### src/rtl/uart_pin_ctrl_pkg.sv
package uart_pin_ctrl_pkg;

  // Bus style strap values
  localparam logic BUS_STYLE_STROBE_PAIR = 1'b1;
  localparam logic BUS_STYLE_RW_SELECT   = 1'b0;

  // Idle line levels
  localparam logic LINE_IDLE_NORMAL   = 1'b1;
  localparam logic LINE_IDLE_INFRARED = 1'b0;

  // Modem control field positions (user side control word)
  localparam int MCTL_DTR_BIT    = 0;
  localparam int MCTL_RTS_BIT    = 1;
  localparam int MCTL_INT_OE_BIT = 3;
  localparam int MCTL_IR_BIT     = 6;
  localparam int MCTL_WIDTH      = 8;

  // Modem status field positions (active-high view of the inputs)
  localparam int MSTS_CTS_BIT = 0;
  localparam int MSTS_DSR_BIT = 1;
  localparam int MSTS_RI_BIT  = 2;
  localparam int MSTS_CD_BIT  = 3;
  localparam int MSTS_WIDTH   = 4;

  // Reset pulse timing
  localparam int RESET_MIN_NS    = 40;
  localparam int CLK_PERIOD_NS   = 8;
  localparam int RESET_MIN_CYC   = (RESET_MIN_NS + CLK_PERIOD_NS - 1) / CLK_PERIOD_NS;
  localparam int RESET_CNT_WIDTH = 4;

  // Reset values
  localparam logic [MCTL_WIDTH-1:0] MCTL_RESET = 8'h00;
  localparam logic [MSTS_WIDTH-1:0] MSTS_RESET = 4'h0;

endpackage

### src/rtl/uart_pin_mode_reset_control.sv
`timescale 1ns/10ps

// Notes on behaviour
// - Strap high selects strobe-pair bus style; strap low selects read/write-select style.
// - Reset pin is active high for strobe-pair style, active low otherwise.
// - During reset transmit line is high, receive input ignored, outputs other than bus style (which follows the strap) at reset values.
// - Receive idles high normally, low in infrared; activity judged against that idle.
// - Clear-to-send readable as general input and gates transmit under auto flow control.
// - Data-terminal-ready output, active low, drivable as a plain general output.
// - Data-set-ready, carrier-detect, ring inputs are active low and readable.
// - Power-save high isolates the host data bus from internal logic.
// - Interrupt: active high, enabled by output-enable bit, in strobe-pair style; else active-low open drain.
// - Transmit idles high normally and low in infrared mode.
module uart_pin_mode_reset_control
  import uart_pin_ctrl_pkg::*;
#(
  parameter int SYNC_STAGES = 3
) (
  input  wire logic                  i_core_clk,
  input  wire logic                  i_rst,
  input  wire logic                  i_bus_style_strap,
  input  wire logic                  i_reset_pin,
  input  wire logic                  i_power_save_input,
  input  wire logic                  i_rx_pin,
  input  wire logic                  i_cts_n,
  input  wire logic                  i_dsr_n,
  input  wire logic                  i_cd_n,
  input  wire logic                  i_ri_n,
  input  wire logic [7:0]            i_host_wdata,
  input  wire logic                  i_host_wr,
  input  wire logic [MCTL_WIDTH-1:0] i_modem_ctrl,
  input  wire logic                  i_auto_cts_en,
  input  wire logic                  i_tx_data,
  input  wire logic                  i_tx_active,
  input  wire logic                  i_irq_event,
  output logic                       o_bus_strobe_pair,
  output logic                       o_device_reset,
  output logic                       o_tx_pin,
  output logic                       o_rts_n,
  output logic                       o_dtr_n,
  output logic                       o_int_out,
  output logic                       o_int_oe,
  output logic                       o_rx_activity,
  output logic                       o_rx_data,
  output logic [MSTS_WIDTH-1:0]      o_modem_status,
  output logic                       o_tx_allowed,
  output logic [7:0]                 o_host_wdata,
  output logic                       o_host_wr
);

  if (SYNC_STAGES != 3) begin : g_bad_stages
    $error("SYNC_STAGES must be 3");
  end

  // Three-stage synchronisers; a change counts when stages 2 and 3 agree
  localparam int NPIN = 8;
  logic [NPIN-1:0] pin_raw;
  logic [NPIN-1:0] s1, s2, s3, clean;
  logic [NPIN-1:0] next_s1, next_s2, next_s3, next_clean;
  assign pin_raw = {i_bus_style_strap, i_reset_pin, i_power_save_input, i_rx_pin,
                    i_cts_n, i_dsr_n, i_cd_n, i_ri_n};

  genvar g;
  generate
    for (g = 0; g < NPIN; g++) begin : g_sync
      always_comb begin
        next_s1[g]    = pin_raw[g];
        next_s2[g]    = s1[g];
        next_s3[g]    = s2[g];
        next_clean[g] = (s2[g] == s3[g]) ? s3[g] : clean[g];
      end
    end
  endgenerate

  always_ff @(posedge i_core_clk) begin
    if (i_rst) begin
      // Idle pattern: strap high, reset pin inactive, power save off, rx and modem inputs high
      s1    <= 8'h9f;
      s2    <= 8'h9f;
      s3    <= 8'h9f;
      clean <= 8'h9f;
    end else begin
      s1    <= next_s1;
      s2    <= next_s2;
      s3    <= next_s3;
      clean <= next_clean;
    end
  end

  logic strap_q, reset_pin_q, psave_q, rx_q, cts_q, dsr_q, cd_q, ri_q;
  assign {strap_q, reset_pin_q, psave_q, rx_q, cts_q, dsr_q, cd_q, ri_q} = clean;

  // Reset decode and minimum width qualification
  logic                       reset_level;
  logic [RESET_CNT_WIDTH-1:0] rst_cnt, next_rst_cnt;
  logic                       dev_rst, next_dev_rst;
  assign reset_level = (strap_q == BUS_STYLE_STROBE_PAIR) ? reset_pin_q : ~reset_pin_q;

  always_comb begin
    next_rst_cnt = rst_cnt;
    next_dev_rst = dev_rst;
    if (!reset_level) begin
      next_rst_cnt = '0;
      next_dev_rst = 1'b0;
    end else if (rst_cnt < RESET_CNT_WIDTH'(RESET_MIN_CYC)) begin
      next_rst_cnt = rst_cnt + 1'b1;
    end else begin
      next_dev_rst = 1'b1;
    end
  end

  always_ff @(posedge i_core_clk) begin
    if (i_rst) begin
      rst_cnt <= '0;
      dev_rst <= 1'b0;
    end else begin
      rst_cnt <= next_rst_cnt;
      dev_rst <= next_dev_rst;
    end
  end

  logic any_rst;
  assign any_rst = i_rst | dev_rst;

  // Output registers
  logic                  ir_mode;
  logic                  next_bus, next_tx, next_rts, next_dtr, next_int, next_int_oe;
  logic                  next_act, next_rxd, next_allow, next_hwr;
  logic [MSTS_WIDTH-1:0] next_msts;
  logic [7:0]            next_hwd;
  logic                  rx_idle;
  assign ir_mode = i_modem_ctrl[MCTL_IR_BIT];
  assign rx_idle = ir_mode ? LINE_IDLE_INFRARED : LINE_IDLE_NORMAL;

  always_comb begin
    next_bus    = strap_q;
    next_allow  = ~i_auto_cts_en | ~cts_q;
    next_tx     = rx_idle;
    if (i_tx_active && next_allow) begin
      next_tx = i_tx_data;
    end else begin
      next_tx = ir_mode ? LINE_IDLE_INFRARED : LINE_IDLE_NORMAL;
    end
    next_rts    = ~i_modem_ctrl[MCTL_RTS_BIT];
    next_dtr    = ~i_modem_ctrl[MCTL_DTR_BIT];
    next_act    = (rx_q != rx_idle);
    next_rxd    = ir_mode ? ~rx_q : rx_q;
    next_msts   = '0;
    next_msts[MSTS_CTS_BIT] = ~cts_q;
    next_msts[MSTS_DSR_BIT] = ~dsr_q;
    next_msts[MSTS_RI_BIT]  = ~ri_q;
    next_msts[MSTS_CD_BIT]  = ~cd_q;
    if (strap_q == BUS_STYLE_STROBE_PAIR) begin
      next_int    = i_irq_event;
      next_int_oe = i_modem_ctrl[MCTL_INT_OE_BIT];
    end else begin
      next_int    = 1'b0;
      next_int_oe = i_irq_event;
    end
    next_hwd = psave_q ? 8'h00 : i_host_wdata;
    next_hwr = psave_q ? 1'b0 : i_host_wr;
  end

  always_ff @(posedge i_core_clk) begin
    if (any_rst) begin
      o_bus_strobe_pair <= next_bus;
      o_device_reset    <= 1'b1;
      o_tx_pin          <= 1'b1;
      o_rts_n           <= 1'b1;
      o_dtr_n           <= 1'b1;
      o_int_out         <= 1'b0;
      o_int_oe          <= 1'b0;
      o_rx_activity     <= 1'b0;
      o_rx_data         <= 1'b1;
      o_modem_status    <= MSTS_RESET;
      o_tx_allowed      <= 1'b0;
      o_host_wdata      <= 8'h00;
      o_host_wr         <= 1'b0;
    end else begin
      o_bus_strobe_pair <= next_bus;
      o_device_reset    <= 1'b0;
      o_tx_pin          <= next_tx;
      o_rts_n           <= next_rts;
      o_dtr_n           <= next_dtr;
      o_int_out         <= next_int;
      o_int_oe          <= next_int_oe;
      o_rx_activity     <= next_act;
      o_rx_data         <= next_rxd;
      o_modem_status    <= next_msts;
      o_tx_allowed      <= next_allow;
      o_host_wdata      <= next_hwd;
      o_host_wr         <= next_hwr;
    end
  end

  property p_tx_high_in_reset;
    @(posedge i_core_clk) disable iff (i_rst) dev_rst |=> o_tx_pin && !o_rx_activity;
  endproperty
  a_tx_high_in_reset: assert property (p_tx_high_in_reset) else $error("tx not high in reset");

  property p_psave_blocks_wr;
    @(posedge i_core_clk) disable iff (any_rst) psave_q |=> !o_host_wr && o_host_wdata == 8'h00;
  endproperty
  a_psave_blocks_wr: assert property (p_psave_blocks_wr) else $error("write passed in power save");

  property p_cts_gates_tx;
    @(posedge i_core_clk) disable iff (any_rst) (i_auto_cts_en && cts_q) |=> !o_tx_allowed;
  endproperty
  a_cts_gates_tx: assert property (p_cts_gates_tx) else $error("tx allowed with cts off");

  property p_tx_idle_level;
    @(posedge i_core_clk) disable iff (any_rst) !i_tx_active |=> o_tx_pin == !$past(ir_mode);
  endproperty
  a_tx_idle_level: assert property (p_tx_idle_level) else $error("tx idle level wrong");

  property p_rx_activity;
    @(posedge i_core_clk) disable iff (any_rst) (rx_q == rx_idle) |=> !o_rx_activity;
  endproperty
  a_rx_activity: assert property (p_rx_activity) else $error("activity flagged at idle");

  property p_dtr_follows;
    @(posedge i_core_clk) disable iff (any_rst) 1'b1 |=> o_dtr_n == !$past(i_modem_ctrl[MCTL_DTR_BIT]);
  endproperty
  a_dtr_follows: assert property (p_dtr_follows) else $error("dtr mismatch");

  property p_msts_inputs;
    @(posedge i_core_clk) disable iff (any_rst)
      1'b1 |=> o_modem_status[MSTS_DSR_BIT] == !$past(dsr_q) && o_modem_status[MSTS_RI_BIT] == !$past(ri_q);
  endproperty
  a_msts_inputs: assert property (p_msts_inputs) else $error("modem status mismatch");

  property p_int_style;
    @(posedge i_core_clk) disable iff (any_rst) (strap_q == BUS_STYLE_RW_SELECT) |=> !o_int_out;
  endproperty
  a_int_style: assert property (p_int_style) else $error("open drain drives high");

  property p_reset_polarity;
    @(posedge i_core_clk) disable iff (i_rst) !reset_level |=> !dev_rst;
  endproperty
  a_reset_polarity: assert property (p_reset_polarity) else $error("reset polarity wrong");

  property p_bus_style;
    @(posedge i_core_clk) disable iff (i_rst) 1'b1 |=> o_bus_strobe_pair == $past(strap_q);
  endproperty
  a_bus_style: assert property (p_bus_style) else $error("bus style mismatch");

endmodule

### config.mk
export PLATFORM = sky130hd
export DESIGN_NAME = uart_pin_mode_reset_control
export DESIGN_NICKNAME = d
export VERILOG_FILES = /design/src/rtl/uart_pin_ctrl_pkg.sv /design/src/rtl/uart_pin_mode_reset_control.sv
export SDC_FILE = /design/constraint.sdc
export NUM_CORES = 1
export LEC_CHECK = 0
export BUFFER_PORTS_ARGS = -buffer_cell sky130_fd_sc_hd__buf_2
export CAP_MARGIN = 20
export CORE_MARGIN = 2
export CORE_UTILIZATION = 40
export CTS_CLUSTER_DIAMETER = 120
export DETAILED_ROUTE_END_ITERATION = 12
export SLEW_MARGIN = 10
export SYNTH_ARGS = -nofsm -noshare
export SYNTH_HDL_FRONTEND = slang
export SYNTH_SLANG_ARGS = --single-unit
export TNS_END_PERCENT = 30
### constraint.sdc
create_clock -name i_core_clk -period 3.7 [get_ports i_core_clk]
set_input_delay 0.37 -clock i_core_clk [delete_from_list [all_inputs] [get_ports i_core_clk]]
set_output_delay 0.37 -clock i_core_clk [all_outputs]
set_load 0.01 [all_outputs]
==> metrics.txt, run 1 <==
Peak VDD IR 0.258 mV; Top delay family on crit path flip-flops; final hold violation count 0; Setup violations, final 0; CP bufs+invs 1; Comb power frac 4.3%; Worst-Margin Slew 0.481 ns; final wirelength 2860 um; worst-skew pair later-pin latency 0.33 ns; Post-synth EDFFs 0; Crit Path Max Fanout 5; htree depth 3; Final ANT Viol Nets 0; arrival time at the worst endpoint 1.59 ns; number of antenna diodes 0; Internal 1.04 mW; Cell Area, Placed 2100 sq um; syn avg cell area 11.3 sq um; Psw 265 uW; CTS sink count 60; GRT Util Overall 13.2%; leakage 1.03 nW; largest net degree at the start of global routing 35; Final Cell Area 2300 sq um; post-synth net total 193; Die Y 71.1 um; Synth Instances 160; mapped cell area 1800 sq um; via/cell ratio 4.42; status complete, no violations; clk slew on worst S/H paths 0.06 ns; fin cells 274; first-pass GRT wire length 4890 um; boundary pin count 54; Chip Width 71.1 um; hold crit path type primary input to register; power per cell area 568 nW/um^2; Crit. End Element register; DRT Pass-1 Iters 4; hold buffers post-CTS 0; Switching Share 20.2%; sequential power share 51.5%; antenna violations before repair 0; CP Launch Type register; Starting Density 41.4%; Core ar. 4350 sq um; vias in the first global route 1107; sequential element share of the synthesized area 66.7%; Die Area 5050 sq um; Yosys cell types 27; Residual DRC 0; slew margin rel. 67.9%; postcts setup bufs 0; Final HPWL DP 1970 um; Bufs on Longest Clock Path 2; Routed WL per cell 10.4 um; vias 1211; Layout area overhead 27.9%; Setup CP Type register to register; slowest stage cell, crit path dfxtp_1; Most used DFF post-synth dfxtp_1; RSZ-0062 raised after global routing no; Period Utilization, post-route 35.7%; clk_skew 0.00632 ns; fin nets 250; global placer's final weighted congestion 0.715; Worst EP required 3.97 ns; PostCTS Resize Cnt 0; CTS root buf clkbuf_8; min Tclk post-route 1.32 ns; FF+latch count, synth 60; Max-Cap Viols 0; ys async rst share 0%; Peak Freq 0.758 GHz; crit-path cells inv_1 -> ha_1 -> or3b_1 -> a21oi_2; cts bufs inserted 9; Port Buffer Count 49; share of Yosys cell area claimed by the top area cell type 66.7%; share of layout cells above drive strength 1 39.6%; synth warn 0; slowest stage delay, CP 0.39 ns; row count 24; Fill cells 402; leading area contributor after synthesis dfxtp_1; Clk pwr share 44.2%; CTS tree yes; Setup TNS 0 ns; placed cells 258; DRT iter0 DRCs 33; synth top area cells dfxtp_1 67%, or2_2 6.3%, a21oi_1 3.3%; max-slew violation count 0; grt total ovfl 0
## registers in the layout, indices dropped and copies added (netlist names), 4 cells and up
register and flops:
o_host_wdata 8, next_s2 8, o_modem_status 4, s3 8, rst_cnt 4, next_s3 8
clean 8
## synth_stat cells, types with 2 or more instances
library cell,number
and2_1,9
nor2_4,2
inv_1,4
ha_1,2
and2b_1,2
dfxtp_1,60
xnor2_1,2
nor2b_1,4
o21bai_1,6
nor3_1,2
nor2_1,13
or2_2,18
nand2_1,6
clkbuf_1,3
a21oi_1,12
o21ai_0,4
## final cells by class
type	instances	area, sq um	area share (%)
Clock buffer	12	155	6.74
Inverter	5	18.8	0.815
Multi-Input combinational cell	92	569	24.7
Sequential cell	60	1200	52.2
Timing Repair Buffer	49	245	10.7
Clock inverter	4	47.5	2.07
Tap cell	52	65.1	2.83
## power by group through the flow
stage / registers, mW / logic, mW / clock network (mW)
4_1_cts: 0.674 / 0.0571 / 0.598
2_1_floorplan: 0.694 / 0.0229 / 0
6_report: 0.674 / 0.0558 / 0.578
5_1_grt: 0.676 / 0.0634 / 0.628
3_5_place_dp: 0.688 / 0.0568 / 0
3_3_place_gp: 0.688 / 0.0562 / 0
## stage by stage
| stage | hold slack, ns | util (%) | worst slack (ns) | power, mW |
|---|---|---|---|---|
| global placement | 0.393 | 48.2 | 2.29 | 0.744 |
| floorplan | 0.389 | - | 2.53 | 0.716 |
| finish | 0.200 | 52.9 | 2.38 | 1.31 |
| CTS | 0.183 | 52.9 | 2.38 | 1.33 |
| global route | 0.183 | 52.9 | 2.30 | 1.37 |
| detailed placement | 0.394 | 48.2 | 2.27 | 0.745 |
## cell usage in the layout, fill, tap and decap left out, drive strengths merged, types with 2 or more instances in the layout
cell type | synthesis | final
nor2 | 15 | 15
o21bai | 6 | 6
nor2b | 5 | 5
ha | 2 | 2
xnor2 | 2 | 2
and2 | 9 | 9
clkinv | 0 | 2
nor3 | 2 | 2
buf | 0 | 49
o21ai | 4 | 4
inv | 5 | 5
clkbuf | 3 | 12
or2 | 18 | 18
and2b | 2 | 2
nand2 | 6 | 6
dfxtp | 60 | 60
a21oi | 13 | 13
## metal layers
layer	global-route usage, %	share of wire (%)	up-vias
li1	-	-	630
met1	15.5	46	520
met2	18.5	42	53
met3	5.27	8.1	8
met4	11.9	3.6	0
met5	0	0	-
## kinds of logic after synthesis
family / synth area share (%)
fa+ha+maj: 1.39
mux: 0.556
buf+inv: 1.67
compound gates: 8.48
flops: 66.7
xor+xnor: 0.973
simple gates: 20.2
## worst paths after layout
path              slack, ns            start         end  cells after the start
setup / recovery       2.38       rst_cnt[0]  rst_cnt[1]                      4
hold / removal         0.20  i_modem_ctrl[0]     o_dtr_n                      2
setup reg to reg       2.38       rst_cnt[0]  rst_cnt[1]                      4
hold reg to reg        0.41       next_s2[0]  next_s3[0]                      1
Power figures use the tool's default switching activity.
==> run 2: changes to the inputs <==
--- a/config.mk
+++ b/config.mk
@@ -11,6 +11,7 @@
 export CORE_UTILIZATION = 40
 export CTS_CLUSTER_DIAMETER = 120
 export DETAILED_ROUTE_END_ITERATION = 12
+export PLACE_DENSITY = 0.67
 export SLEW_MARGIN = 10
 export SYNTH_ARGS = -nofsm -noshare
 export SYNTH_HDL_FRONTEND = slang
==> constraint.sdc (replaced) <==
create_clock -name i_core_clk -period 1.1 [get_ports i_core_clk]
set_input_delay 0.11 -clock i_core_clk [delete_from_list [all_inputs] [get_ports i_core_clk]]
set_output_delay 0.11 -clock i_core_clk [all_outputs]
set_load 0.01 [all_outputs]
==> metrics.txt, run 2 (synthesis gave the netlist of run 1 again) <==
Setup TNS -0.0645 ns (-0.0645 ns); reg2reg path depth 4 (unchanged); RSZ-0062 raised after global routing yes; Hold Path Cell Cnt 3 (+1); global placer's final weighted congestion 0.716 (about the same); Final Cell Area 2600 sq um (+13%); Final Core Density 59.7% (+6.9 points); Die Area 5050 sq um (unchanged); Cell Area, Placed 2170 sq um (+3.3%); fin nets 279 (+12%); Die Y 71.1 um (unchanged); Worst Min Path Start i_modem_ctrl[6]; clk slew on worst S/H paths 0.07 ns (about the same); CTS sink count 60 (unchanged); boundary pin count 54 (unchanged); Peak VDD IR 1.13 mV (+340%); routed wl met3 255 um (+10%); RR Endpoint rst_cnt[1]; CTS root buf clkbuf_8; share of layout cells above drive strength 1 41.0% (+1.4 points); GRT Util Overall 13.5% (+0.24 points); largest net degree at the start of global routing 17 (-51%); antenna violations before repair 0 (unchanged); WL met1 1410 um (+7.1%); top sig layer met4; DRT Pass-1 Iters 4 (unchanged); first-pass GRT wire length 5170 um (+5.6%); Chip Width 71.1 um (unchanged); Core ar. 4350 sq um (unchanged); min Tclk post-route 1.16 ns (-0.156 ns); Top delay family on crit path simple AND/OR/NAND/NOR gates; Peak Freq 0.859 GHz (+13%); Worst-Margin Slew 0.252 ns (-0.230 ns); CP Launch Type register; final wirelength 3050 um (+6.6%); slowest stage cell, crit path or3b_4; Routed WL per cell 10.1 um (-3.6%); hold crit path type primary input to register; Crit Path Max Fanout 2 (-3); register-to-register setup slack -0.06 ns (-2.44 ns); Bufs on Longest Clock Path 2 (unchanged); htree depth 3 (unchanged); Setup violations, final 2 (+2); row count 24 (unchanged); fin cells 303 (+11%); clk_skew 0.00823 ns (+0.00191 ns); CTS tree yes; final hold violation count 0 (unchanged); cts bufs inserted 9 (unchanged); Crit. End Element register; grt total ovfl 0 (unchanged); Period Utilization, post-route 106% (+70 points); max-slew violation count 0 (unchanged); most common cell after layout, fill and taps aside dfxtp_1; failing checks setup timing; DR WL met2 1330 um (+9.4%); Final ANT Viol Nets 0 (unchanged); Final HPWL DP 1990 um (+0.89%); via/cell ratio 4.27 (-3.4%); postcts setup bufs 0 (unchanged); Layout area overhead 44.5%; Residual DRC 0 (unchanged); hold path endpoint o_rx_data; FF-to-FF Start rst_cnt[0]; worst-skew pair later-pin latency 0.33 ns (about the same); Port Buffer Count 49 (unchanged); DRT iter0 DRCs 43 (+30%); Max-Cap Viols 0 (unchanged); slew margin rel. 83.2% (+15 points); Setup CP Type register to register; arrival time at the worst endpoint 1.42 ns (-0.17 ns); most frequent cells in the layout 58 x dfxtp_1, 49 x buf_2, 20 x dlygate4sd3_1; slowest stage delay, CP 0.36 ns (-0.03 ns); leakage 1.16 nW (+13%); crit-path cells inv_2 -> ha_4 -> or3b_4 -> a21oi_2; number of antenna diodes 0 (unchanged); placed cells 267 (+3.5%); Starting Density 41.4% (unchanged); vias in the first global route 1245 (+12%); vias 1294 (+6.9%); Worst EP required 1.35 ns (-2.62 ns); CP bufs+invs 1 (unchanged); status finished with violations; total power 4.63 mW (+250%); power per cell area 1780 nW/um^2 (+210%); final worst slack -0.0636 ns (-2.44 ns)
-- run 2: changes by cell type in the layout (fill, tap and decap cells not counted), sizes merged --
cell         delta
dlygate4sd3    +20
buf             +9
clkbuf          -2
bufinv          +1
clkinvlp        +1
-- run 2: worst max path at each step --
| stage | from | endpoint | slack (ns) | depth (start not counted) |
|---|---|---|---|---|
| 2_1_floorplan | rst_cnt[0] | rst_cnt[1] | -0.05 | 5 |
| 4_1_cts | rst_cnt[0] | rst_cnt[1] | -0.08 | 4 |
| 3_5_place_dp | rst_cnt[0] | rst_cnt[1] | -0.09 | 5 |
| 5_1_grt | rst_cnt[0] | rst_cnt[1] | -0.11 | 4 |
| 6_report | rst_cnt[0] | rst_cnt[1] | -0.06 | 4 |
| 3_3_place_gp | rst_cnt[0] | rst_cnt[1] | -0.06 | 5 |
-- run 2: layout make-up --
| class | instances | area, sq um |
|---|---|---|
| multi-input cells | 92 | 584 |
| clock inverters | 6 | 88.8 |
| well taps | 52 | 65.1 |
| clock buffers | 10 | 128 |
| fillers | 351 | 1750 |
| inverters | 5 | 18.8 |
| repair buffers | 78 | 513 |
| flip-flops and latches | 60 | 1200 |
-- run 2: worst min-delay path: stages --
cell	delay (ns)
buf_2	0.10
xnor2_1	0.06
nand2_1	0.07
-- run 2: metal layers --
layer  vias up  track usage [%]
met5         -                0
met2        52             21.3
met3         8             5.84
li1        690                -
met1       544             15.0
met4         0             8.18
-- run 2: report_power, final --
part           total, mW  switching (mW)  internal [mW]  leakage (nW)
Clock               2.10           0.830           1.27         0.102
Sequential          2.27          0.0199           2.25         0.495
Combinational      0.259          0.0993          0.160         0.563
-- run 2: metrics by stage --
step | hold slack, ns | setup WS, ns
finish | 0.0324 | -0.0636
global route | 0.0450 | -0.110
global placement | 0.279 | -0.0552
detailed placement | 0.275 | -0.0858
CTS | 0.0237 | -0.0780
floorplan | 0.172 | -0.0467
-- run 2: timing repair --
| action | in CTS | in global routing |
|---|---|---|
| gates resized for setup | 5 | 1 |
| hold buffers | 20 | 0 |
| endpoints found under the hold margin | 20 | 0 |
| pin swaps | 2 | 1 |
| setup endpoints to repair | 2 | 3 |
